--- src/logic/timer_chan_pkg.sv ---
// constants shared by the timer channel control block
// assumes a 32-bit AHB-Lite register bus and a 16-bit shared counter
package timer_chan_pkg;
    // register byte offsets
    localparam logic [7:0] CSC_OFFS = 8'h00;
    localparam logic [7:0] VAL_LO_OFFS = 8'h04;
    localparam logic [7:0] VAL_HI_OFFS = 8'h08;
    localparam logic [7:0] GCTRL_OFFS = 8'h0C;
    // channel_status_control field positions
    localparam int FLAG_BIT = 7;
    localparam int IE_BIT = 6;
    localparam int MSB_BIT = 5;
    localparam int MSA_BIT = 4;
    localparam int ELS_HI = 3;
    localparam int ELS_LO = 2;
    // global control field position
    localparam int CAS_BIT = 0;
    // reset values
    localparam logic [7:0] CSC_RST = 8'h00;
    localparam logic [15:0] VAL_RST = 16'h0000;
    localparam logic PIN_RST = 1'b0;
    // edge/level codes
    localparam logic [1:0] ELS_OFF = 2'h0;
    localparam logic [1:0] ELS_TOGGLE = 2'h1;
    localparam logic [1:0] ELS_LOW = 2'h2;
    localparam logic [1:0] ELS_HIGH = 2'h3;
    // pin must be steady this long before entering capture
    localparam int STEADY_NS = 20;
    localparam int CLK_NS = 10;
    localparam int STEADY_CYC = (STEADY_NS + CLK_NS - 1) / CLK_NS;
    localparam int SYNC_STAGES = 2;
    typedef enum {MODE_CAPTURE, MODE_COMPARE, MODE_EPWM, MODE_CPWM} chan_mode_t;
endpackage

--- src/logic/chan_pin_if.sv ---
// carries the synchronised channel pin and its edges
// assumes one clock domain shared by both ends
`timescale 1ns/1ps
`default_nettype none
interface chan_pin_if;
    logic level;
    logic rise;
    logic fall;
    modport sync (output level, output rise, output fall);
    modport user (input level, input rise, input fall);
endinterface
`default_nettype wire

--- src/logic/chan_pin_sync.sv ---
// channel pin synchroniser with rise/fall detection
// assumes the pin may change at any time relative to ref_clk
`timescale 1ns/1ps
`default_nettype none
module chan_pin_sync #(
    parameter int STAGES = timer_chan_pkg::SYNC_STAGES
) (
    // clock and reset
    input wire logic ref_clk,
    input wire logic rst_b,
    // raw pin level
    input wire logic pinRaw,
    // synchronised view
    chan_pin_if.sync pin
);
    logic [STAGES-1:0] sync_reg;
    logic last_reg;

    // first stage feeds only the next stage
    always_ff @(posedge ref_clk or negedge rst_b) begin
        if (!rst_b) begin
            sync_reg <= '0;
            last_reg <= 1'b0;
        end else begin
            sync_reg <= {sync_reg[STAGES-2:0], pinRaw};
            last_reg <= sync_reg[STAGES-1];
        end
    end

    // detector runs in every mode, so a stale level never shows as an edge
    assign pin.level = sync_reg[STAGES-1];
    assign pin.rise = sync_reg[STAGES-1] && !last_reg;
    assign pin.fall = !sync_reg[STAGES-1] && last_reg;
endmodule
`default_nettype wire

--- src/logic/timer_chan_ctrl.sv ---
// timer channel status/control with capture, compare and pwm pin logic
// assumes an external 16-bit counter with a tick pulse and direction
//
// Register access over AHB-Lite and the address map were decided locally.
`timescale 1ns/1ps
`default_nettype none
module timer_chan_ctrl (
    // clock and reset
    input wire logic ref_clk,
    input wire logic rst_b,
    // ahb-lite slave
    input wire logic hsel,
    input wire logic [7:0] haddr,
    input wire logic [1:0] htrans,
    input wire logic hwrite,
    input wire logic [2:0] hsize,
    input wire logic [31:0] hwdata,
    input wire logic hready,
    output logic hreadyout,
    output logic hresp,
    output logic [31:0] hrdata,
    // shared counter
    input wire logic [15:0] cntValue,
    input wire logic cntTick,
    input wire logic cntUp,
    output logic cntUpDown,
    // channel pin
    input wire logic pinIn,
    output logic pinOut,
    output logic pinOe,
    // interrupt request
    output logic chanIrq
);
    logic [7:0] csc_reg;
    logic cas_reg;
    logic armed_reg;
    logic [15:0] value_reg;
    logic [7:0] bufLo_reg;
    logic [7:0] bufHi_reg;
    logic loPend_reg;
    logic hiPend_reg;
    logic pinOut_reg;
    logic [31:0] hrdata_reg;
    logic wrPhase_reg;
    logic [7:0] wrAddr_reg;
    timer_chan_pkg::chan_mode_t mode;
    chan_pin_if pin ();

    chan_pin_sync #(.STAGES(timer_chan_pkg::SYNC_STAGES)) u_sync (
        .ref_clk(ref_clk),
        .rst_b(rst_b),
        .pinRaw(pinIn),
        .pin(pin)
    );

    // bus decode; size is not checked, only word accesses are expected
    wire accept = hsel && htrans[1] && hready;
    wire rdAccept = accept && !hwrite;
    wire cscWr = wrPhase_reg && (wrAddr_reg == timer_chan_pkg::CSC_OFFS);
    wire loWr = wrPhase_reg && (wrAddr_reg == timer_chan_pkg::VAL_LO_OFFS);
    wire hiWr = wrPhase_reg && (wrAddr_reg == timer_chan_pkg::VAL_HI_OFFS);
    wire gWr = wrPhase_reg && (wrAddr_reg == timer_chan_pkg::GCTRL_OFFS);
    wire cscRd = rdAccept && (haddr == timer_chan_pkg::CSC_OFFS);

    // fields
    wire flag = csc_reg[timer_chan_pkg::FLAG_BIT];
    wire irqEn = csc_reg[timer_chan_pkg::IE_BIT];
    wire msUpper = csc_reg[timer_chan_pkg::MSB_BIT];
    wire msLower = csc_reg[timer_chan_pkg::MSA_BIT];
    wire [1:0] els = csc_reg[timer_chan_pkg::ELS_HI:timer_chan_pkg::ELS_LO];

    // center select overrides per-channel mode bits
    always_comb begin
        if (cas_reg) begin
            mode = timer_chan_pkg::MODE_CPWM;
        end else if (msUpper) begin
            mode = timer_chan_pkg::MODE_EPWM;
        end else if (msLower) begin
            mode = timer_chan_pkg::MODE_COMPARE;
        end else begin
            mode = timer_chan_pkg::MODE_CAPTURE;
        end
    end

    wire isCap = (mode == timer_chan_pkg::MODE_CAPTURE);
    wire isOc = (mode == timer_chan_pkg::MODE_COMPARE);
    wire isEpwm = (mode == timer_chan_pkg::MODE_EPWM);
    wire isCpwm = (mode == timer_chan_pkg::MODE_CPWM);

    // events
    wire capEvt = isCap && ((els[0] && pin.rise) || (els[1] && pin.fall));
    wire match = cntTick && (cntValue == value_reg);
    wire cmpEvt = !isCap && match;
    wire flagSet = capEvt || cmpEvt;
    wire clrReq = cscWr && !hwdata[timer_chan_pkg::FLAG_BIT] && armed_reg;
    wire periodStart = cntTick && (cntValue == 16'h0000);
    wire highTrue = (els == timer_chan_pkg::ELS_LOW);

    // set beats clear; a write of one never sets the flag
    wire flagNext = flagSet ? 1'b1 : (clrReq ? 1'b0 : flag);
    wire [7:0] csc_next = cscWr ? {flagNext, hwdata[6:0]} : {flagNext, csc_reg[6:0]};

    // arm on a read that sees the flag; any new event disarms
    wire armed_next = flagSet ? 1'b0 : (cscRd && flag) ? 1'b1 : cscWr ? 1'b0 : armed_reg;

    // pin action
    logic pinOut_next;
    always_comb begin
        pinOut_next = pinOut_reg;
        case (mode)
            timer_chan_pkg::MODE_COMPARE: begin
                if (match) begin
                    case (els)
                        timer_chan_pkg::ELS_TOGGLE: pinOut_next = !pinOut_reg;
                        timer_chan_pkg::ELS_LOW: pinOut_next = 1'b0;
                        timer_chan_pkg::ELS_HIGH: pinOut_next = 1'b1;
                        default: pinOut_next = pinOut_reg;
                    endcase
                end
            end
            timer_chan_pkg::MODE_EPWM: begin
                if (match) begin
                    pinOut_next = !highTrue;
                end else if (periodStart) begin
                    pinOut_next = highTrue;
                end
            end
            timer_chan_pkg::MODE_CPWM: begin
                if (match) begin
                    pinOut_next = highTrue ? !cntUp : cntUp;
                end
            end
            default: pinOut_next = pinOut_reg;
        endcase
    end

    // pin released when code is 00 or channel is capturing
    assign pinOe = !isCap && (els != timer_chan_pkg::ELS_OFF);
    assign pinOut = pinOut_reg;
    assign chanIrq = flag && irqEn;
    assign cntUpDown = cas_reg;

    // value register: two-byte write latch, capture loads directly
    wire xferLo = loWr && hiPend_reg;
    wire xferHi = hiWr && loPend_reg;
    wire [15:0] value_next = capEvt ? cntValue :
                             xferLo ? {bufHi_reg, hwdata[7:0]} :
                             xferHi ? {hwdata[7:0], bufLo_reg} : value_reg;
    wire loPend_next = !cscWr && !xferHi && (loWr || loPend_reg) && !xferLo;
    wire hiPend_next = !cscWr && !xferLo && (hiWr || hiPend_reg) && !xferHi;

    // read mux, unmapped reads zero
    wire [31:0] rdMux =
        (haddr == timer_chan_pkg::CSC_OFFS) ? {24'h000000, csc_reg} :
        (haddr == timer_chan_pkg::VAL_LO_OFFS) ? {24'h000000, value_reg[7:0]} :
        (haddr == timer_chan_pkg::VAL_HI_OFFS) ? {24'h000000, value_reg[15:8]} :
        (haddr == timer_chan_pkg::GCTRL_OFFS) ? {31'h00000000, cas_reg} : 32'h00000000;

    assign hreadyout = 1'b1;
    assign hresp = 1'b0;
    assign hrdata = hrdata_reg;

    always_ff @(posedge ref_clk or negedge rst_b) begin
        if (!rst_b) begin
            wrPhase_reg <= 1'b0;
            wrAddr_reg <= 8'h00;
            hrdata_reg <= 32'h00000000;
        end else begin
            wrPhase_reg <= accept && hwrite;
            wrAddr_reg <= accept ? haddr : wrAddr_reg;
            hrdata_reg <= rdAccept ? rdMux : hrdata_reg;
        end
    end

    always_ff @(posedge ref_clk or negedge rst_b) begin
        if (!rst_b) begin
            csc_reg <= timer_chan_pkg::CSC_RST;
            armed_reg <= 1'b0;
            cas_reg <= 1'b0;
            pinOut_reg <= timer_chan_pkg::PIN_RST;
        end else begin
            csc_reg <= csc_next;
            armed_reg <= armed_next;
            cas_reg <= gWr ? hwdata[timer_chan_pkg::CAS_BIT] : cas_reg;
            pinOut_reg <= pinOut_next;
        end
    end

    always_ff @(posedge ref_clk or negedge rst_b) begin
        if (!rst_b) begin
            value_reg <= timer_chan_pkg::VAL_RST;
            bufLo_reg <= 8'h00;
            bufHi_reg <= 8'h00;
            loPend_reg <= 1'b0;
            hiPend_reg <= 1'b0;
        end else begin
            value_reg <= value_next;
            bufLo_reg <= loWr ? hwdata[7:0] : bufLo_reg;
            bufHi_reg <= hiWr ? hwdata[7:0] : bufHi_reg;
            loPend_reg <= loPend_next;
            hiPend_reg <= hiPend_next;
        end
    end
endmodule
`default_nettype wire

--- config.mk ---
export PLATFORM = sky130hd
export DESIGN_NAME = timer_chan_ctrl
export DESIGN_NICKNAME = d
export VERILOG_FILES = /design/src/logic/timer_chan_pkg.sv /design/src/logic/chan_pin_if.sv /design/src/logic/chan_pin_sync.sv /design/src/logic/timer_chan_ctrl.sv
export SDC_FILE = /design/constraint.sdc
export NUM_CORES = 1
export LEC_CHECK = 0
export BUFFER_PORTS_ARGS = -buffer_cell sky130_fd_sc_hd__buf_2
export CAP_MARGIN = 20
export CORE_UTILIZATION = 50
export DETAILED_ROUTE_END_ITERATION = 7
export PLACE_DENSITY_LB_ADDON = 0.05
export SLEW_MARGIN = 10
export SYNTH_ARGS = -nofsm -noshare
export SYNTH_HDL_FRONTEND = slang
export SYNTH_SLANG_ARGS = --single-unit
--- constraint.sdc ---
create_clock -name ref_clk -period 2.45 [get_ports ref_clk]
set_clock_uncertainty 0.15 [all_clocks]
set_input_delay 0.735 -clock ref_clk [delete_from_list [all_inputs] [get_ports ref_clk]]
set_output_delay 0.735 -clock ref_clk [all_outputs]
set_load 0.05 [all_outputs]
## Yosys cells after proc, flatten, opt, wreduce, memory -nomap -nowiden

Cells that the tools add are included.

- Reductions and logical operators: 54
- Muxes and demuxes: 22
- Eq/ne operators: 17

Operators with widths:

| operator | number |
|---|---|
| $eq A32 B2 Y1 const B | 2 |
| $mux W32 | 2 |
| $mux W16 | 3 |
| $eq A32 B1 Y1 const B | 1 |
| $eq A8 B4 Y1 const B | 4 |
| $logic_not A32 Y1 | 1 |
| $logic_and A1 B1 Y1 | 30 |
| $mux W8 | 3 |
| $eq A16 B16 Y1 | 1 |
| $eq A8 B3 Y1 const B | 2 |
| $logic_not A16 Y1 | 1 |
| $logic_not A8 Y1 | 2 |
| $mux W1 | 12 |
| $logic_not A1 Y1 | 11 |
| $reduce_bool A3 Y1 | 3 |
| $pmux W1 S3 | 2 |
| $reduce_and A5 Y1 | 1 |
| $eq A2 B2 Y1 const B | 2 |
| $logic_or A1 B1 Y1 | 4 |
| $ne A2 B2 Y1 const B | 2 |
| $ne A4 B2 Y1 const B | 1 |
| $ne A3 B3 Y1 const B | 1 |
| $eq A2 B1 Y1 const B | 1 |
| $reduce_bool A2 Y1 | 1 |

- Input bits: 69
- Flip-flop bits (word level): 89
- Output and inout bits: 38
- Word-level logic and storage cells: 108

## Logic depth before layout (Yosys ltp)

Gate-level depths: netlist of the first run.

- Depth after elaboration: 8
- Depth in mapped cells: 8

## Modules after synthesis

Synthesis of the first run repeated with hierarchy kept, for this count alone.

- Cell total of the unflattened synthesis: 322
- Area, all modules: 3427.0 um^2

Modules (own cells, without submodules):

| module | cells each | instances | area each (um^2) |
|---|---|---|---|
| timer_chan_ctrl | 317 | 1 | 3337.0 |
| chan_pin_sync | 5 | 1 | 90.1 |

## Worst setup path after synthesis of the first run

OpenSTA, ideal clock, no wires.

- Kind: register to output
- From: register cas_reg (netlist: cntUpDown)
- To: output pinOe
- Stages on the path, launching flop included: 3
- Arrival time: 1642 ps
- Setup slack: -77 ps
- Cells stage by stage: dfrtp_1 -> or3_1 -> nor2b_1

- Longest elaborated chain between the ends: 4

RTL lines:

| item | RTL line | text |
|---|---|---|
| from (decl) | timer_chan_ctrl.sv:35 | `logic cas_reg;` |
| from (signal assigned) | timer_chan_ctrl.sv:184 | `cas_reg <= gWr ? hwdata[timer_chan_pkg::CAS_BIT] : cas_reg;` |
| $mux W32 | timer_chan_ctrl.sv:74 | `if (cas_reg) begin` |
| $logic_not A32 Y1 | timer_chan_ctrl.sv:85 | `wire isCap = (mode == timer_chan_pkg::MODE_CAPTURE);` |
| $logic_not A1 Y1 | timer_chan_ctrl.sv:138 | `assign pinOe = !isCap && (els != timer_chan_pkg::ELS_OFF);` |
| $logic_and A1 B1 Y1 | timer_chan_ctrl.sv:138 |  |
| to (decl) | timer_chan_ctrl.sv:30 | `output logic pinOe,` |

Every way passes these cells.

## Worst setup path after layout of the first run

- From: register csc_reg[4]
- To: output pinOe

- Longest elaborated chain between the ends: 6

RTL lines:

| item | RTL line | text |
|---|---|---|
| from (decl) | timer_chan_ctrl.sv:34 | `logic [7:0] csc_reg;` |
| from (signal assigned) | timer_chan_ctrl.sv:177 | `csc_reg <= timer_chan_pkg::CSC_RST;` |
| from (signal assigned) | timer_chan_ctrl.sv:182 | `csc_reg <= csc_next;` |
| $mux W1 | timer_chan_ctrl.sv:78 | `end else if (msLower) begin` |
| $mux W32 | timer_chan_ctrl.sv:76 | `end else if (msUpper) begin` |
| $mux W32 | timer_chan_ctrl.sv:74 |  |
| $logic_not A32 Y1 | timer_chan_ctrl.sv:85 |  |
| $logic_not A1 Y1 | timer_chan_ctrl.sv:138 |  |
| $logic_and A1 B1 Y1 | timer_chan_ctrl.sv:138 |  |

Every way passes these cells.

==> results.yml, run 1 <==
logic_synthesis:
  post_synth.cell_area_avg_um2: 11.28
  synthFlopType: "dfrtp_1"
  netlist_area_um2: 3645
  netlist_instances: 323
  yosys_warnings: 0
  synth-edff-count: 0
  synth_seq_cells: 65
  async_flop_share_pct: 100.0
  synth.distinct_cells: 49
  yosysSeqAreaShare_pct: 44.63
final_layout:
  area_growth_pct: 14.76
  final_common_cell: "dfrtp_1"
  largest_register_ffs: 16
  nets: 466
  diodes: 0
  drive_gt1_share_pct: 36.18
  final_cell_mix: "dfrtp_1, buf_2, mux2_2"
  finalCoreUtilization_pct: 60.56
  nFillCells: 609
sta:
  slew_viol_final: 0
  rsz0062_at_grt: "no"
  fmax_mhz: 419.9
  fin_crit_sh_pct: 97.21
  final-setup-viol-count: 0
  hold_ws_ns: 0.2006
  period_minus_slack_ns: 2.382
  layout_setup_ws_ns: 0.06846
  finalHoldViolations: 0
  tightest_slew_ns: 0.5086
  relSlewSlack_pct: 66.01
  tns_ns: 0
worst_setup_path:
  cp_data_arrival_time_ns: 1.50
  crit_type: "flip-flop to output pin"
  cp_max_fo: 4
  start_kind: "flip-flop"
  cp_cell_sequence: "or3_1 > nor2b_2 > buf_2"
  slowest_delay_ns: 0.42
  endpoint_kind: "output pin"
  critical_path.slowest_cell: "dfrtp_1"
  cp.required_ns: 1.56
pwr:
  power_density_nw_per_um2: 697.5
  vdd_ir_drop_max_mv: 0.3303
  power.leakage_nw: 2.024
floorplanning:
  rows: 30
  boundaryPins: 107
  initial_core_util_pct: 52.77
  fp.dieH_um: 87.38
  dieArea_um2: 7635
  coreArea_um2: 6907
  die_x_um: 87.38
clocking:
  clockRootBuffer: "clkbuf_8"
  tritoncts: "yes"
  cts.sinks: 65
  clk_pin_slew_worst_paths_ns: 0.07
  cts-buffers-inserted: 9
  clk_path_buf_depth: 2
  holdBufCountCts: 0
  cts_setup_buffers: 0
  clkLatencyLatePin_ns: 0.34
  cts_resized: 0
  htreeDepth: 3
run_status:
  status: "finished clean"
grt:
  grt_start_max_net_pins: 66
  grt_usage_pct: 23.47
  grt_antenna_before_repair: 0
  grt_pass1_vias: 2557
  grt_pass1_wl_mm: 12.99
  gr-total-overflow: 0
hold_path:
  hp-class: "flip-flop to flip-flop"
routing:
  wl_per_cell_um: 16.55
  drt-total-wl_mm: 8.175
  ant_nets: 0
  drt_iter0_markers: 85
  via_count: 2597
  drc: 0
  viasPerCell: 5.257
  drt_first_pass_iters: 4
placement:
  pre_cts_ws_ns: -0.07067
  port_buffers: 52
  gp_congestion: 0.8270
  hpwl_mm: 5.865
flow_run:
  drv_cap: 0
## worst paths after layout
| kind | startpoint | end | slack, ns | cells after the start |
|---|---|---|---|---|
| worst min register to register | u_sync.sync_reg[0]$_DFF_PN0_ | u_sync.sync_reg[1]$_DFF_PN0_ | 0.20 | 0 |
| max in group asynchronous | rst_b | pinOut$_DFFE_PN0P_ | 1.61 | 2 |
| worst min-delay path | u_sync.sync_reg[0]$_DFF_PN0_ | u_sync.sync_reg[1]$_DFF_PN0_ | 0.20 | 0 |
| worst max-delay path | csc_reg[4]$_DFFE_PN0P_ | pinOe | 0.07 | 3 |
| worst max register to register | wrAddr_reg[6]$_DFFE_PN0N_ | csc_reg[3]$_DFFE_PN0P_ | 0.15 | 4 |
| min in group asynchronous | rst_b | loPend_reg$_DFF_PN0_ | 0.23 | 2 |
## worst max-delay path, delay by kind of cell (launching register included)
family	cells	cell delay, ns
buf+inv	1	0.20
simple gates	2	0.53
flops	1	0.42
## cell type report
| cell class | count | area, um^2 | share of cell area, % |
|---|---|---|---|
| Tap cell | 96 | 120.1 | 2.872 |
| Clock buffer | 12 | 145.1 | 3.470 |
| Timing Repair Buffer | 73 | 430.4 | 10.29 |
| Inverter | 7 | 26.28 | 0.6282 |
| Sequential cell | 65 | 1627 | 38.89 |
| Clock inverter | 3 | 17.52 | 0.4188 |
| Multi-Input combinational cell | 238 | 1817 | 43.43 |
## report_power, final
part           switching, W  leakage [nW]  internal, W  total, W
registers          0.000168         0.767      0.00125   0.00141
logic              0.000399          1.17     0.000332  0.000730
clock network      0.000387        0.0822     0.000386  0.000773
## through the flow
| stage | area, um^2 | std cells | power [W] |
|---|---|---|---|
| 2_1_floorplan | 3737 | 347 | 0.001966 |
| 3_3_place_gp | 4020 | 479 | 0.002133 |
| 3_5_place_dp | 4020 | 479 | 0.002166 |
| 4_1_cts | 4183 | 494 | 0.002950 |
| 5_1_grt | 4183 | 494 | 0.003100 |
| 6_report | 4183 | 494 | 0.002917 |
## routing by layer
metal | global-route usage (%) | vias to the layer above | share of wire [%] | routed length, um
li1 | - | 1242 | - | -
met1 | 30.21 | 1245 | 46 | 3748
met2 | 38.64 | 95 | 46 | 3791
met3 | 4.076 | 15 | 5.6 | 455
met4 | 10.58 | 0 | 2.2 | 180
met5 | 0 | - | 0 | 0
## cells by family after synthesis
group	share of synthesized area [%]
flops	44.63
buf+inv	8.067
mux	22.04
other cells	0.2061
compound gates	8.514
simple gates	12.15
fa+ha+maj	1.030
xor+xnor	3.364
## synth_stat cells (2+ instances only)
cell      instances  area, um^2
dfrtp_1          65        1627
mux2_2           48       540.5
nand2_1          30       112.6
buf_4            27       202.7
mux2i_1          24       240.2
o21ai_1          13       65.06
o21ai_0          12       60.06
xor2_1           12       105.1
a22o_1           10       87.58
inv_1             7       26.28
nor2_1            7       26.28
nand2b_1          5       31.28
nor4_1            5       31.28
buf_2             4       20.02
nand3b_1          4       30.03
buf_6             3       33.78
ha_1              3       37.54
nand3_1           3       15.01
nor2b_1           3       18.77
and2_1            2       12.51
clkbuf_1          2       7.510
conb_1            2       7.510
nand4_1           2       12.51
nor3_1            2       10.01
o211ai_1          2       15.01
or3_1             2       12.51
xnor2_1           2       17.52
(Power assumes the default switching activity.)
==> inputs of run 2 (changes only) <==
- BUFFER_PORTS_ARGS: -buffer_cell sky130_fd_sc_hd__buf_2 -> default
- DONT_BUFFER_PORTS: default -> 1
==> run 2 against run 1 <==
  * Sequential power is essentially flat
  * Non-clock buffer count shrank 59
  * Die area is the same
  * Final cell count shrank 12%
  * Sequential share of layout area grew 2.6 points
  * First-iteration DRC count grew 48%
  * Setup slack lost 0.0095 ns
  * Power grew 1.7%
  * Largest cell class unchanged
==> results.yml, run 2 (synthesis results as in run 1) <==
worst_setup_path:
  start_kind: "flip-flop"
  cp.required_ns: 1.56
  r2r_start: "wrAddr_reg[6]$_DFFE_PN0N_"
  worst-path-stages: 3
  cp_cell_sequence: "or3_4 > nor2b_2 > buf_12"
  critical_path.slowest_cell: "dfrtp_1"
  cp_data_arrival_time_ns: 1.51
  cp_num_buf_inv: 1
  endpoint_kind: "output pin"
  crit_type: "flip-flop to output pin"
  slowest_delay_ns: 0.42
  r2r_cells: 7
  cp_max_fo: 4
  crit_start: "csc_reg[4]$_DFFE_PN0P_"
  crit_family: "simple AND/OR/NAND/NOR gates"
pwr:
  vdd_ir_drop_max_mv: 0.3976
  p_int_w: 0.002047
  power_density_nw_per_um2: 756.9
  share_seq_of_total_power_pct: 47.8
  p_sw_share_pct: 31.02
  power.leakage_nw: 1.800
  p_clk_share_pct: 30.3
  p_comb_share_pct: 21.9
  switchingPower_w: 0.0009207
hold_path:
  hp-class: "primary input to asynchronous set/reset pin"
placement:
  pre_cts_ws_ns: -0.004609
  gp_congestion: 0.8152
  port_buffers: 0
  hpwl_mm: 5.593
grt:
  gr-total-overflow: 0
  grt_pass1_vias: 2380
  grt_start_max_net_pins: 66
  grt_usage_pct: 22.68
  grt_pass1_wl_mm: 12.52
  grt_antenna_before_repair: 0
flow_run:
  drv_cap: 0
clocking:
  clockRootBuffer: "clkbuf_8"
  clk_pin_slew_worst_paths_ns: 0.07
  clk_path_buf_depth: 2
  htreeDepth: 3
  tritoncts: "yes"
  clkLatencyLatePin_ns: 0.34
  cts-buffers-inserted: 9
  cts.sinks: 65
  cts_setup_buffers: 0
final_layout:
  area_growth_pct: 7.587
  nFillCells: 619
  multi_input_area_um2: 1822
  seq_area_um2: 1627
  drive_gt1_share_pct: 25.29
  final_common_cell: "dfrtp_1"
  largest_register_ffs: 16
  nets: 407
  diodes: 0
  final_cell_mix: "dfrtp_1, mux2_2, nand2_1"
run_status:
  status: "finished clean"
sta:
  finalHoldViolations: 0
  period_minus_slack_ns: 2.391
  rsz0062_at_grt: "no"
  fin_crit_sh_pct: 97.59
  tightest_slew_ns: 0.5233
  slew_viol_final: 0
  relSlewSlack_pct: 65.11
  fmax_mhz: 418.2
  final-setup-viol-count: 0
  hold_ws_ns: 0.1190
  layout_setup_ws_ns: 0.05897
routing:
  drt-total-wl_mm: 7.923
  via_count: 2385
  wl_per_cell_um: 18.17
  viasPerCell: 5.470
  drt_iter0_markers: 126
  drc: 0
  drt_first_pass_iters: 4
  ant_nets: 0
floorplanning:
  fp.dieH_um: 87.38
  dieArea_um2: 7635
  rows: 30
  die_x_um: 87.38
  initial_core_util_pct: 52.77
  boundaryPins: 107
  coreArea_um2: 6907
==> run 2: changes by cell type in the layout (fill, tap and decap cells not counted) <==
cell and delta:
or3_4 +1, buf_4 -8, clkinvlp_4 -1, buf_16 +1, bufinv_16 +1, or3_1 -1, clkbuf_1 +1, buf_2 -52
==> run 2: per-layer routing <==
| metal | vias to the layer above | global-route usage, % | part of all wire (%) |
|---|---|---|---|
| met5 | - | 0 | 0 |
| met4 | 0 | 9.538 | 1.8 |
| met3 | 10 | 6.919 | 6.4 |
| met2 | 73 | 35.80 | 47 |
| met1 | 1173 | 28.87 | 45 |
| li1 | 1129 | - | - |
==> run 2: cell type report <==
| cell class | instances | area share [%] |
|---|---|---|
| clock inverters | 3 | 1.021 |
| flip-flops and latches | 65 | 41.48 |
| clock buffers | 13 | 3.797 |
| inverters | 7 | 0.6701 |
| multi-input cells | 238 | 46.46 |
| repair buffers | 14 | 3.510 |
| well taps | 96 | 3.063 |
==> run 2: final timing paths <==
check,end,slack (ns)
max in group asynchronous,csc_reg[5]$_DFFE_PN0P_,1.77
min in group ref_clk,u_sync.sync_reg[1]$_DFF_PN0_,0.20
hold reg to reg,u_sync.sync_reg[1]$_DFF_PN0_,0.20
setup / recovery,pinOe,0.06
hold / removal,hrdata[0]$_DFFE_PN0P_,0.12
setup reg to reg,value_reg[2]$_DFFE_PN0P_,0.22
==> run 2: through the flow <==
| step | instance area (um^2) | cells | util, % | setup TNS, ns | total power [W] |
|---|---|---|---|---|---|
| 3_5_place_dp | 3700 | 419 | 53.57 | -0.004609 | 0.002061 |
| 4_1_cts | 3921 | 436 | 56.78 | 0 | 0.002989 |
| 3_3_place_gp | 3700 | 419 | 53.57 | 0 | 0.002040 |
| 6_report | 3921 | 436 | 56.78 | 0 | 0.002968 |
| 5_1_grt | 3921 | 436 | 56.78 | 0 | 0.003137 |
| 2_1_floorplan | 3737 | 347 | - | 0 | 0.001966 |
==> run 2: power by group through the flow <==
| stage | logic [W] | clock network (W) | registers (W) |
|---|---|---|---|
| 2_1_floorplan | 0.000583 | 0 | 0.00138 |
| 3_3_place_gp | 0.000611 | 0 | 0.00143 |
| 3_5_place_dp | 0.000625 | 0 | 0.00144 |
| 4_1_cts | 0.000657 | 0.000918 | 0.00141 |
| 5_1_grt | 0.000726 | 0.000971 | 0.00144 |
| 6_report | 0.000650 | 0.000900 | 0.00142 |
==> run 2: what timing repair did <==
action,4_1_cts,5_1_grt
hold buffers,1,0
hold endpoints to repair,65,0
resized for setup,1,0
setup endpoints to repair,1,0
==> run 2: worst reg2reg max path, cell delays in order, from the launching register on <==
cell and delay (ns):
dfrtp_1 0.39, nor4b_2 0.33, and2_1 0.35, buf_4 0.20, nand2_8 0.13, mux2i_1 0.21
o21ai_0 0.09, mux2_2 0.27
==> inputs of run 3 (changes only) <==
- SKIP_CTS_REPAIR_TIMING: default -> 1
- clock period: 2.45 -> 2.4 ns (I/O delays scaled with it)
==> run 3 against run 2 <==
  * Power is 9.5% higher
  * Design area grew 1.6%
  * Clock power grew 27%
  * Utilization is 0.91 points higher
  * Sequential share of layout area shrank 0.65 points
  * Final cell count rose by 0.23%
  * Via count rose by 0.63%
  * Sequential cell count did not move
  * Setup slack worse by 0.026 ns
  * Critical path depth did not move
  * Largest cell class unchanged
==> results.yml, run 3 (synthesis results as in run 1) <==
placement:
  gp_congestion: 0.8640
  place_inst: 419
  port_buffers: 0
  pre_cts_ws_ns: -0.007227
  placed_cell_area_um2: 3700
  hpwl_mm: 5.522
sta:
  relSlewSlack_pct: 65.90
  slew_viol_final: 0
  tightest_slew_ns: 0.5102
  layout_setup_ws_ns: 0.03261
  final-setup-viol-count: 0
  period_minus_slack_ns: 2.367
  hold_ws_ns: 0.09038
  rsz0062_at_grt: "no"
  fmax_mhz: 422.4
  finalHoldViolations: 0
  fin_crit_sh_pct: 98.64
  tns_ns: 0
floorplanning:
  boundaryPins: 107
  fp.dieH_um: 87.38
  rows: 30
  dieArea_um2: 7635
  die_x_um: 87.38
  coreArea_um2: 6907
  initial_core_util_pct: 52.77
routing:
  drt_first_pass_iters: 4
  via_count: 2400
  drt_iter0_markers: 145
  viasPerCell: 5.492
  drt-total-wl_mm: 7.796
  wl_per_cell_um: 17.84
  drc: 0
  ant_nets: 0
pwr:
  power.leakage_nw: 1.826
  p_comb_share_pct: 20.5
  p_clk_share_pct: 35.1
  power_density_nw_per_um2: 815.8
  p_int_w: 0.002303
  switchingPower_w: 0.0009471
  share_seq_of_total_power_pct: 44.4
  p_sw_share_pct: 29.14
  vdd_ir_drop_max_mv: 0.4582
worst_setup_path:
  cp.required_ns: 1.53
  cp_num_buf_inv: 1
  r2r_slack_ns: 0.18
  endpoint_kind: "output pin"
  cp_cell_sequence: "or3_4 > nor2b_2 > buf_12"
  critical_path.slowest_cell: "or3_4"
  cp_max_fo: 4
  r2r-end: "csc_reg[3]$_DFFE_PN0P_"
  cp_data_arrival_time_ns: 1.50
  crit_type: "flip-flop to output pin"
  slowest_delay_ns: 0.43
  start_kind: "flip-flop"
  r2r_cells: 4
  r2r_start: "wrAddr_reg[6]$_DFFE_PN0N_"
  crit_family: "simple AND/OR/NAND/NOR gates"
final_layout:
  diodes: 0
  drive_gt1_share_pct: 26.10
  layout.cells.non_filler: 437
  fin_area_um2: 3984
  area_growth_pct: 9.303
  largest_register_ffs: 16
  nets: 408
  final_common_cell: "dfrtp_1"
  final_cell_mix: "dfrtp_1, mux2_2, nand2_1"
clocking:
  cts-buffers-inserted: 9
  clkLatencyLatePin_ns: 0.35
  clk_path_buf_depth: 2
  cts.sinks: 65
  clockRootBuffer: "clkbuf_8"
  htreeDepth: 3
  clk_pin_slew_worst_paths_ns: 0.07
  tritoncts: "yes"
grt:
  grt_usage_pct: 21.75
  grt_start_max_net_pins: 66
  grt_pass1_wl_mm: 12.03
  grt_antenna_before_repair: 0
  grt_pass1_vias: 2338
  gr-total-overflow: 0
flow_run:
  drv_cap: 0
run_status:
  status: "finished clean"
hold_path:
  hp-class: "primary input to asynchronous set/reset pin"
==> run 3: cell type report <==
cell class / instances / area (um^2)
clock buffers: 11 / 141.4
flip-flops and latches: 65 / 1627
fillers: 624 / 2923
multi-input cells: 238 / 1822
clock inverters: 5 / 102.6
well taps: 96 / 120.1
inverters: 7 / 26.28
repair buffers: 15 / 145.1
==> run 3: per-layer routing <==
layer	vias to the layer above	part of all wire (%)	GRT usage (%)
li1	1125	-	-
met1	1184	45	27.14
met2	80	46	34.38
met3	11	7.6	8.341
met4	0	1.4	7.750
met5	-	0	0
==> run 3: stage by stage <==
stage	util, %	total power (W)
2_1_floorplan	-	0.002007
3_3_place_gp	53.57	0.002082
3_5_place_dp	53.57	0.002102
4_1_cts	57.10	0.003251
5_1_grt	57.68	0.003423
6_report	57.68	0.003250
==> run 3: how the worst max path moves through the flow <==
stage,start,to,cells past startpoint
floorplan,cntUpDown$_DFFE_PN0P_,pinOe,2
global placement,cntValue[13],pinOut$_DFFE_PN0P_,6
detailed placement,cntValue[13],pinOut$_DFFE_PN0P_,6
CTS,csc_reg[4]$_DFFE_PN0P_,pinOe,3
global route,csc_reg[5]$_DFFE_PN0P_,pinOe,3
finish,csc_reg[5]$_DFFE_PN0P_,pinOe,3
==> run 3: power groups by stage <==
stage               Sequential [W]  Clock (W)  Combinational, W
floorplan                  0.00141          0          0.000595
global placement           0.00146          0          0.000625
detailed placement         0.00146          0          0.000641
CTS                        0.00144    0.00117          0.000643
global route               0.00146    0.00122          0.000741
finish                     0.00144    0.00114          0.000667
